`src/design/gpiof_pkg.sv`:
```
// Constants for the two-port GPIO block: offsets, fields, resets, times.
// Assumes the peripheral clock equals core_clk (250 MHz).
package gpiof_pkg;

  // Register offsets
  localparam logic [15:0] PORT2_FILTER_SELECT_OFS = 16'h5228;
  localparam logic [15:0] PORT2_INPUT_ENABLE_OFS  = 16'h522A;
  localparam logic [15:0] PORT3_PIN_LEVELS_OFS   = 16'h5230;
  localparam logic [15:0] PORT3_OUTPUT_DATA_OFS  = 16'h5231;
  localparam logic [15:0] PORT3_DRIVE_ENABLE_OFS  = 16'h5232;
  localparam logic [15:0] PORT3_PULLUP_ENABLE_OFS   = 16'h5233;
  localparam logic [15:0] PORT3_HYSTERESIS_SELECT_OFS   = 16'h5234;
  localparam logic [15:0] PORT3_IRQ_MASK_OFS = 16'h5235;
  localparam logic [15:0] PORT3_IRQ_POLARITY_OFS = 16'h5236;
  localparam logic [15:0] PORT3_IRQ_PENDING_OFS = 16'h5237;
  localparam logic [15:0] PORT3_FILTER_SELECT_OFS = 16'h5238;
  localparam logic [15:0] PORT3_INPUT_ENABLE_OFS  = 16'h523A;

  // Field positions
  localparam int LO_CODE_LSB = 0;
  localparam int HI_CODE_LSB = 4;
  localparam int OEN_ONE_BIT = 5;

  // Reset values
  localparam logic [2:0] CODE_RST   = 3'h0;
  localparam logic [7:0] PORT2_INPUT_ENABLE_RST = 8'hFF;
  localparam logic [4:0] PORT3_OUTPUT_DATA_RST = 5'h00;
  localparam logic [4:0] PORT3_DRIVE_ENABLE_RST = 5'h00;
  localparam logic [4:0] PORT3_PULLUP_ENABLE_RST  = 5'h1F;
  localparam logic [4:0] PORT3_HYSTERESIS_SELECT_RST  = 5'h1F;
  localparam logic [4:0] P3_IE_RST  = 5'h00;
  localparam logic [4:0] P3_EDG_RST = 5'h00;
  localparam logic [4:0] P3_IF_RST  = 5'h00;
  localparam logic [4:0] PORT3_INPUT_ENABLE_RST = 5'h1F;

  // Clock periods in ns
  localparam int CLK_NS   = 4;
  localparam int FPCLK_NS = 4;

  // Filter times in peripheral clock periods, per code
  localparam int FLT_T1 = 256;
  localparam int FLT_T2 = 512;
  localparam int FLT_T3 = 1024;
  localparam int FLT_T4 = 2048;
  localparam int FLT_T5 = 4096;
  localparam int FLT_T6 = 8192;
  localparam int FLT_T7 = 6384;

  // Filter times in core_clk cycles, rounded up
  localparam logic [13:0] FLT_CNT_1 =
    14'((FLT_T1 * FPCLK_NS + CLK_NS - 1) / CLK_NS);
  localparam logic [13:0] FLT_CNT_2 =
    14'((FLT_T2 * FPCLK_NS + CLK_NS - 1) / CLK_NS);
  localparam logic [13:0] FLT_CNT_3 =
    14'((FLT_T3 * FPCLK_NS + CLK_NS - 1) / CLK_NS);
  localparam logic [13:0] FLT_CNT_4 =
    14'((FLT_T4 * FPCLK_NS + CLK_NS - 1) / CLK_NS);
  localparam logic [13:0] FLT_CNT_5 =
    14'((FLT_T5 * FPCLK_NS + CLK_NS - 1) / CLK_NS);
  localparam logic [13:0] FLT_CNT_6 =
    14'((FLT_T6 * FPCLK_NS + CLK_NS - 1) / CLK_NS);
  localparam logic [13:0] FLT_CNT_7 =
    14'((FLT_T7 * FPCLK_NS + CLK_NS - 1) / CLK_NS);

  // Cycles after reset before edges may raise flags
  localparam logic [2:0] ARM_CYC = 3'h4;

endpackage : gpiof_pkg

```
`src/design/gpiof_top.sv`:
```
// Port 2 filter/input-gate tail and full port 3 GPIO logic.
// Assumes pins are asynchronous; software on a one-cycle strobe bus.
// Function
// - Port2 upper pins filter code, 256..8192,6384.
// - Port2 lower pins filter code, same mapping.
// - Port2 input enable per pin, resets all on.
// - Port3 level bits read synchronised, filtered, input-gated pin state.
// - Port3 output enable drives output data bit.
// - Port3 pull-up enable bits reset set.
// - Port3 Schmitt select bits reset set.
// - Only enabled pins forward flag as interrupt.
// - Edge select: one falling, zero rising.
// - Edge sets flag; write one clears.
// - Port3 upper filter code covers pin four.
// - Port3 lower filter code covers pins 0-3.
// - Port3 input enable per pin, resets on.
`timescale 1ns/1ns
module gpiof_top #(
  parameter logic [13:0] FLT_C1 = gpiof_pkg::FLT_CNT_1,
  parameter logic [13:0] FLT_C2 = gpiof_pkg::FLT_CNT_2,
  parameter logic [13:0] FLT_C3 = gpiof_pkg::FLT_CNT_3,
  parameter logic [13:0] FLT_C4 = gpiof_pkg::FLT_CNT_4,
  parameter logic [13:0] FLT_C5 = gpiof_pkg::FLT_CNT_5,
  parameter logic [13:0] FLT_C6 = gpiof_pkg::FLT_CNT_6,
  parameter logic [13:0] FLT_C7 = gpiof_pkg::FLT_CNT_7
) (
  // Clock and reset
  input  wire logic        core_clk,
  input  wire logic        rstn,
  // Register port
  input  wire logic [15:0] reg_addr,
  input  wire logic [7:0]  reg_wdata,
  input  wire logic        reg_wr,
  input  wire logic        reg_rd,
  output logic      [7:0]  reg_rdata,
  // Port 2 pins
  input  wire logic [7:0]  p2_pin_in,
  output logic      [7:0]  p2_level,
  output logic      [7:0]  port2_input_gate_bits,
  // Port 3 pins
  input  wire logic [4:0]  p3_pin_in,
  output logic      [4:0]  p3_pin_out,
  output logic      [4:0]  p3_pin_oe_n,
  output logic      [4:0]  port3_pullup_bits,
  output logic      [4:0]  port3_hysteresis_bits,
  // Interrupt
  output logic             irq
);

  localparam int NPIN = 13;

  // Configuration registers
  logic [2:0]  p2_hi_reg, p2_hi_next;
  logic [2:0]  p2_lo_reg, p2_lo_next;
  logic [7:0]  port2_input_enable_reg, port2_input_enable_next;
  logic [4:0]  port3_output_data_reg, port3_output_data_next;
  logic [4:0]  port3_drive_enable_reg, port3_drive_enable_next;
  logic [4:0]  port3_pullup_enable_reg, port3_pullup_enable_next;
  logic [4:0]  port3_hysteresis_select_reg, port3_hysteresis_select_next;
  logic [4:0]  p3_ie_reg, p3_ie_next;
  logic [4:0]  p3_pol_reg, p3_pol_next;
  logic [2:0]  p3_hi_reg, p3_hi_next;
  logic [2:0]  p3_lo_reg, p3_lo_next;
  logic [4:0]  port3_input_enable_reg, port3_input_enable_next;
  // Interrupt state
  logic [4:0]  p3_pend_reg, p3_pend_next;
  logic [4:0]  p3_prev_reg, p3_prev_next;
  logic [2:0]  arm_reg, arm_next;
  logic [4:0]  p3_evt;
  logic [4:0]  p3_lvl;
  logic [4:0]  w1c_bits;
  // Pin input path
  logic [12:0] sync1_reg, sync2_reg;
  logic [12:0] flt_raw;
  logic [12:0] flt_stable_reg;
  logic [13:0] flt_cnt_reg [NPIN];
  logic [2:0]  pin_code [NPIN];
  // Read port
  logic [7:0]  rdata_next;

  function automatic logic wr_at(input logic [15:0] ofs);
    return reg_wr && (reg_addr == ofs);
  endfunction : wr_at

  function automatic logic [13:0] flt_limit(input logic [2:0] code);
    logic [13:0] lim;
    case (code)
      3'h1:    lim = FLT_C1;
      3'h2:    lim = FLT_C2;
      3'h3:    lim = FLT_C3;
      3'h4:    lim = FLT_C4;
      3'h5:    lim = FLT_C5;
      3'h6:    lim = FLT_C6;
      3'h7:    lim = FLT_C7;
      default: lim = 14'h0001;
    endcase
    return lim;
  endfunction : flt_limit

  // Software-written configuration
  always_comb begin
    p2_hi_next  = p2_hi_reg;
    p2_lo_next  = p2_lo_reg;
    port2_input_enable_next = port2_input_enable_reg;
    port3_output_data_next = port3_output_data_reg;
    port3_drive_enable_next = port3_drive_enable_reg;
    port3_pullup_enable_next  = port3_pullup_enable_reg;
    port3_hysteresis_select_next  = port3_hysteresis_select_reg;
    p3_ie_next  = p3_ie_reg;
    p3_pol_next = p3_pol_reg;
    p3_hi_next  = p3_hi_reg;
    p3_lo_next  = p3_lo_reg;
    port3_input_enable_next = port3_input_enable_reg;
    if (wr_at(gpiof_pkg::PORT2_FILTER_SELECT_OFS)) begin
      p2_hi_next = reg_wdata[gpiof_pkg::HI_CODE_LSB +: 3];
      p2_lo_next = reg_wdata[gpiof_pkg::LO_CODE_LSB +: 3];
    end
    if (wr_at(gpiof_pkg::PORT2_INPUT_ENABLE_OFS))
      port2_input_enable_next = reg_wdata;
    if (wr_at(gpiof_pkg::PORT3_OUTPUT_DATA_OFS))
      port3_output_data_next = reg_wdata[4:0];
    if (wr_at(gpiof_pkg::PORT3_DRIVE_ENABLE_OFS))
      port3_drive_enable_next = reg_wdata[4:0];
    if (wr_at(gpiof_pkg::PORT3_PULLUP_ENABLE_OFS))
      port3_pullup_enable_next = reg_wdata[4:0];
    if (wr_at(gpiof_pkg::PORT3_HYSTERESIS_SELECT_OFS))
      port3_hysteresis_select_next = reg_wdata[4:0];
    if (wr_at(gpiof_pkg::PORT3_IRQ_MASK_OFS))
      p3_ie_next = reg_wdata[4:0];
    if (wr_at(gpiof_pkg::PORT3_IRQ_POLARITY_OFS))
      p3_pol_next = reg_wdata[4:0];
    if (wr_at(gpiof_pkg::PORT3_FILTER_SELECT_OFS)) begin
      p3_hi_next = reg_wdata[gpiof_pkg::HI_CODE_LSB +: 3];
      p3_lo_next = reg_wdata[gpiof_pkg::LO_CODE_LSB +: 3];
    end
    if (wr_at(gpiof_pkg::PORT3_INPUT_ENABLE_OFS))
      port3_input_enable_next = reg_wdata[4:0];
  end

  always_ff @(posedge core_clk) begin
    if (!rstn) begin
      p2_hi_reg  <= gpiof_pkg::CODE_RST;
      p2_lo_reg  <= gpiof_pkg::CODE_RST;
      port2_input_enable_reg <= gpiof_pkg::PORT2_INPUT_ENABLE_RST;
      port3_output_data_reg <= gpiof_pkg::PORT3_OUTPUT_DATA_RST;
      port3_drive_enable_reg <= gpiof_pkg::PORT3_DRIVE_ENABLE_RST;
      port3_pullup_enable_reg  <= gpiof_pkg::PORT3_PULLUP_ENABLE_RST;
      port3_hysteresis_select_reg  <= gpiof_pkg::PORT3_HYSTERESIS_SELECT_RST;
      p3_ie_reg  <= gpiof_pkg::P3_IE_RST;
      p3_pol_reg <= gpiof_pkg::P3_EDG_RST;
      p3_hi_reg  <= gpiof_pkg::CODE_RST;
      p3_lo_reg  <= gpiof_pkg::CODE_RST;
      port3_input_enable_reg <= gpiof_pkg::PORT3_INPUT_ENABLE_RST;
    end else begin
      p2_hi_reg  <= p2_hi_next;
      p2_lo_reg  <= p2_lo_next;
      port2_input_enable_reg <= port2_input_enable_next;
      port3_output_data_reg <= port3_output_data_next;
      port3_drive_enable_reg <= port3_drive_enable_next;
      port3_pullup_enable_reg  <= port3_pullup_enable_next;
      port3_hysteresis_select_reg  <= port3_hysteresis_select_next;
      p3_ie_reg  <= p3_ie_next;
      p3_pol_reg <= p3_pol_next;
      p3_hi_reg  <= p3_hi_next;
      p3_lo_reg  <= p3_lo_next;
      port3_input_enable_reg <= port3_input_enable_next;
    end
  end

  // Pad controls
  assign p3_pin_out            = port3_output_data_reg;
  assign p3_pin_oe_n           = ~port3_drive_enable_reg;
  assign port3_pullup_bits     = port3_pullup_enable_reg;
  assign port3_hysteresis_bits = port3_hysteresis_select_reg;
  assign port2_input_gate_bits = port2_input_enable_reg;

  // Pin synchronisers, bits 7:0 port 2, 12:8 port 3
  always_ff @(posedge core_clk) begin
    if (!rstn) begin
      sync1_reg <= 13'h0000;
      sync2_reg <= 13'h0000;
    end else begin
      sync1_reg <= {p3_pin_in, p2_pin_in};
      sync2_reg <= sync1_reg;
    end
  end

  // Disabled inputs read low
  assign flt_raw = sync2_reg & {port3_input_enable_reg, port2_input_enable_reg};

  // Filter code per pin
  always_comb begin
    for (int i = 0; i < NPIN; i++) begin
      if (i < 4)
        pin_code[i] = p2_lo_reg;
      else if (i < 8)
        pin_code[i] = p2_hi_reg;
      else if (i < 12)
        pin_code[i] = p3_lo_reg;
      else
        pin_code[i] = p3_hi_reg;
    end
  end

  // Chattering filters
  genvar g;
  generate
    for (g = 0; g < NPIN; g++) begin : g_flt
      logic [13:0] cnt_next;
      logic        stb_next;
      always_comb begin
        cnt_next = 14'h0000;
        stb_next = flt_stable_reg[g];
        if (pin_code[g] == 3'h0) begin
          stb_next = flt_raw[g];
        end else if (flt_raw[g] != flt_stable_reg[g]) begin
          if (flt_cnt_reg[g] >=
              flt_limit(pin_code[g]) - 14'h0001) begin
            stb_next = flt_raw[g];
          end else begin
            cnt_next = flt_cnt_reg[g] + 14'h0001;
          end
        end
      end
      always_ff @(posedge core_clk) begin
        if (!rstn) begin
          flt_cnt_reg[g]    <= 14'h0000;
          flt_stable_reg[g] <= 1'b0;
        end else begin
          flt_cnt_reg[g]    <= cnt_next;
          flt_stable_reg[g] <= stb_next;
        end
      end
    end
  endgenerate

  assign p2_level = flt_stable_reg[7:0];
  assign p3_lvl   = flt_stable_reg[12:8];

  // Edge detection and flags
  always_comb begin
    arm_next = arm_reg;
    if (arm_reg != gpiof_pkg::ARM_CYC)
      arm_next = arm_reg + 3'h1;
    p3_prev_next = p3_lvl;
    p3_evt = 5'h00;
    if (arm_reg == gpiof_pkg::ARM_CYC)
      p3_evt = (p3_pol_reg & p3_prev_reg & ~p3_lvl) |
               (~p3_pol_reg & ~p3_prev_reg & p3_lvl);
    w1c_bits = 5'h00;
    if (wr_at(gpiof_pkg::PORT3_IRQ_PENDING_OFS))
      w1c_bits = reg_wdata[4:0];
    // Set wins over a clear in the same cycle
    p3_pend_next = (p3_pend_reg & ~w1c_bits) | p3_evt;
  end

  always_ff @(posedge core_clk) begin
    if (!rstn) begin
      arm_reg     <= 3'h0;
      p3_prev_reg <= 5'h00;
      p3_pend_reg <= gpiof_pkg::P3_IF_RST;
    end else begin
      arm_reg     <= arm_next;
      p3_prev_reg <= p3_prev_next;
      p3_pend_reg <= p3_pend_next;
    end
  end

  assign irq = |(p3_pend_reg & p3_ie_reg);

  // Read data, valid only the cycle after the strobe
  always_comb begin
    rdata_next = 8'h00;
    if (!reg_rd)
      rdata_next = 8'h00;
    else if (reg_addr == gpiof_pkg::PORT2_FILTER_SELECT_OFS)
      rdata_next = {1'b0, p2_hi_reg, 1'b0, p2_lo_reg};
    else if (reg_addr == gpiof_pkg::PORT2_INPUT_ENABLE_OFS)
      rdata_next = port2_input_enable_reg;
    else if (reg_addr == gpiof_pkg::PORT3_PIN_LEVELS_OFS)
      rdata_next = {3'h0, p3_lvl};
    else if (reg_addr == gpiof_pkg::PORT3_OUTPUT_DATA_OFS)
      rdata_next = {3'h0, port3_output_data_reg};
    else if (reg_addr == gpiof_pkg::PORT3_DRIVE_ENABLE_OFS)
      rdata_next = {2'h0, 1'b1, port3_drive_enable_reg};
    else if (reg_addr == gpiof_pkg::PORT3_PULLUP_ENABLE_OFS)
      rdata_next = {3'h0, port3_pullup_enable_reg};
    else if (reg_addr == gpiof_pkg::PORT3_HYSTERESIS_SELECT_OFS)
      rdata_next = {3'h0, port3_hysteresis_select_reg};
    else if (reg_addr == gpiof_pkg::PORT3_IRQ_MASK_OFS)
      rdata_next = {3'h0, p3_ie_reg};
    else if (reg_addr == gpiof_pkg::PORT3_IRQ_POLARITY_OFS)
      rdata_next = {3'h0, p3_pol_reg};
    else if (reg_addr == gpiof_pkg::PORT3_IRQ_PENDING_OFS)
      rdata_next = {3'h0, p3_pend_reg};
    else if (reg_addr == gpiof_pkg::PORT3_FILTER_SELECT_OFS)
      rdata_next = {1'b0, p3_hi_reg, 1'b0, p3_lo_reg};
    else if (reg_addr == gpiof_pkg::PORT3_INPUT_ENABLE_OFS)
      rdata_next = {3'h0, port3_input_enable_reg};
  end

  always_ff @(posedge core_clk) begin
    if (!rstn)
      reg_rdata <= 8'h00;
    else
      reg_rdata <= rdata_next;
  end
endmodule : gpiof_top

```
`config.mk`:
```
export PLATFORM = sky130hd
export DESIGN_NAME = gpiof_top
export DESIGN_NICKNAME = d
export VERILOG_FILES = /design/src/design/gpiof_pkg.sv /design/src/design/gpiof_top.sv
export SDC_FILE = /design/constraint.sdc
export NUM_CORES = 1
export LEC_CHECK = 0
export BUFFER_PORTS_ARGS = -buffer_cell sky130_fd_sc_hd__buf_2
export CORE_MARGIN = 1.5
export CORE_UTILIZATION = 55
export CTS_CLUSTER_DIAMETER = 80
export DETAILED_ROUTE_END_ITERATION = 8
export PLACE_DENSITY = 0.73
export SYNTH_ARGS = -nofsm -noshare
export SYNTH_HDL_FRONTEND = slang
export SYNTH_SLANG_ARGS = --single-unit
```
`constraint.sdc`:
```
create_clock -name core_clk -period 3.9 [get_ports core_clk]
set_input_delay 0.39 -clock core_clk [delete_from_list [all_inputs] [get_ports core_clk]]
set_output_delay 0.39 -clock core_clk [all_outputs]
set_load 0.02 [all_outputs]
```
==> run metrics <==
First DRT Iteration DRCs 917; DR WL/cell 16.3 µm; net switching power 0.00140 W; I/O pins 86; clock transition at the registers of the reported paths 0.06 ns; Max Slew Vio Count 0; # clock sinks 297; DRC violations left 0; dominant synthesized flop cell dfxtp_1; P_leak 7.47 nW; Setup Total Neg Slack 0 ns; clock share of power 0.520; cell count after synthesis 1853; main combinational cell family by area after synthesis simple AND/OR/NAND/NOR gates; crit path DAT 3.84 ns; Congestion Overflow GR 0; largest net degree at the start of global routing 65; Area Growth Syn to Fin 13.3%; core region area 28900 µm²; sequential fraction of the synthesis area 0.364; Yosys warnings 0; Routed Antenna Nets 0; DP Wirelength 28200 µm; Die Span X 175 µm; # resized after CTS 0; TritonCTS Buffers 34; vias per cell 5.61; startpoint types flip-flop; number of port buffers 85; Power, Total 0.00676 W; combinational share of power 0.026; max FFs per register 182; Total Wirelength 38400 µm; clk_lat worst skew 0.51 ns; Req. time, crit path 4.34 ns; hold buffers post-CTS 0; initial antenna violation count 1; fin crit period 3.41 ns; Synth Area in Compound Gates 0.103; Multi-input gate area 9910 µm²; Fin. Hold Viols 0; commonest non-fill, non-tap cells in the layout dfxtp_1, nor2_1, ha_1; worst slew pin tran 0.951 ns; vias in the first global route 12700; max cap viols 0; Starting Density 0.564; crit end category flip-flop; antenna cell count 0; Seq pwr share 0.454; gpl congestion 0.918; Fillers 2426; H-tree depth 2; status finished clean; Yosys cell types 65; row count 62; Post-synth EDFFs 0; Cell Area, Synth 16300 µm²; CTS tree done; share of layout cells above drive strength 1 0.0991; XOR/XNOR Fraction of Synth Area 0.0934; Setup Fix Bufs, Post-CTS 0; clock buffer depth 3; Crit Path Max Fanout 16; Hold Crit Class primary input to flip-flop; Tcrit/Tclk final 0.873; first-pass GRT wire length 63100 µm; Die H 175 µm; GRT Total Usage 0.251; routed vias 13300; Peak Freq 294 MHz; Synth Area in Adders 0.150; PD cells 366 nW/µm²; simple-gate share of the synthesized area 0.223; DIE AREA 30700 µm²; relative slew slack 0.359; final setup vio count 0; FFs w/ async S/R, synth 0; register bit total from synthesis 297; clk_skew 0.00951 ns; clk root buf clkbuf_16; RSZ-0062 raised after global routing no; Layout Nets 2187; Int Pwr 0.00536 W; Seq. cell area 5950 µm²; Max IR drop VDD 291 µV; commonest non-fill, non-tap cell in the layout dfxtp_1; syn avg cell area 8.80 µm²; critical path class flip-flop to flip-flop; mux cell area share after synthesis 0.0345; switching share of total power 0.207; DR pass1 iterations 6
[path summary, 6_finish.rpt]
path	start	to	slack (ns)	cells past startpoint
setup / recovery	p2_hi_reg[2]	flt_cnt_reg[0][96]	0.49	12
hold / removal	p2_pin_in[5]	sync1_reg[5]	0.08	2
setup reg to reg	p2_hi_reg[2]	flt_cnt_reg[0][96]	0.49	12
hold reg to reg	sync1_reg[9]	sync2_reg[9]	0.42	1
[logic make-up (layout without fill, tap and decap cells)]
logic type	Yosys count	in the layout
other	1	13
XOR/XNOR	174	174
adder cells (fa/ha/maj)	197	197
flip-flops	297	297
AO/OA/AOI/OAI	251	251
AND/OR/NAND/NOR	751	751
buffers and inverters	126	239
multiplexers	56	56
[stage by stage]
step	std cells	hold WS (ns)	worst slack (ns)	util	area (µm²)
after floorplan	1865	0.412	0.552	-	16400
after global placement	2301	0.414	0.456	0.595	17200
after detailed placement	2301	0.419	0.359	0.595	17200
after CTS	2362	0.0659	0.332	0.638	18500
after global routing	2362	0.0847	0.136	0.639	18500
final	2362	0.0801	0.493	0.639	18500
[final cells by class]
class	count	area share
tap	384	0.0260
timing repair buffer	115	0.0353
multi-input combinational	1442	0.536
sequential	297	0.322
inverter	63	0.0130
clock inverter	15	0.0125
clock buffer	46	0.0552
[Yosys cell counts, drive strengths merged, types with 37 or more instances]
library cell | n | area, µm²
dfxtp | 297 | 5950
nor2 | 244 | 921
ha | 193 | 2410
nand2 | 168 | 631
nand3 | 110 | 551
xor2 | 108 | 946
xnor2 | 66 | 578
inv | 63 | 236
mux2i | 54 | 541
a21oi | 52 | 260
clkbuf | 51 | 191
o21ai | 51 | 255
nor2b | 48 | 300
and2 | 42 | 263
and3 | 38 | 238
nand4 | 37 | 231
[critical path, stage by stage, from the launching register on]
cell and delay [ns]:
dfxtp_1 0.46, or3_1 0.24, clkinvlp_4 0.31, ha_1 0.41, nor2b_1 0.14, o31ai_1 0.21, a21oi_1 0.11, o21bai_1 0.14
a31oi_1 0.09, a2111oi_0 0.40, buf_4 0.19, nand3b_1 0.39, nor2_1 0.23
[per-layer routing]
metal,global-route usage,routed length (µm),vias up
met3,0.0359,1820,84
met5,0,0,-
met1,0.334,17800,6228
met2,0.418,17600,289
met4,0.0808,1140,0
li1,-,-,6657
[power by group through the flow]
stage               Clock (W)  Combinational, W  Sequential (W)
finish                0.00351          0.000175         0.00307
detailed placement          0          0.000171         0.00314
floorplan                   0          0.000117         0.00313
global route          0.00370          0.000191         0.00307
global placement            0          0.000168         0.00314
CTS                   0.00358          0.000172         0.00307
(Power assumes the default switching activity.)
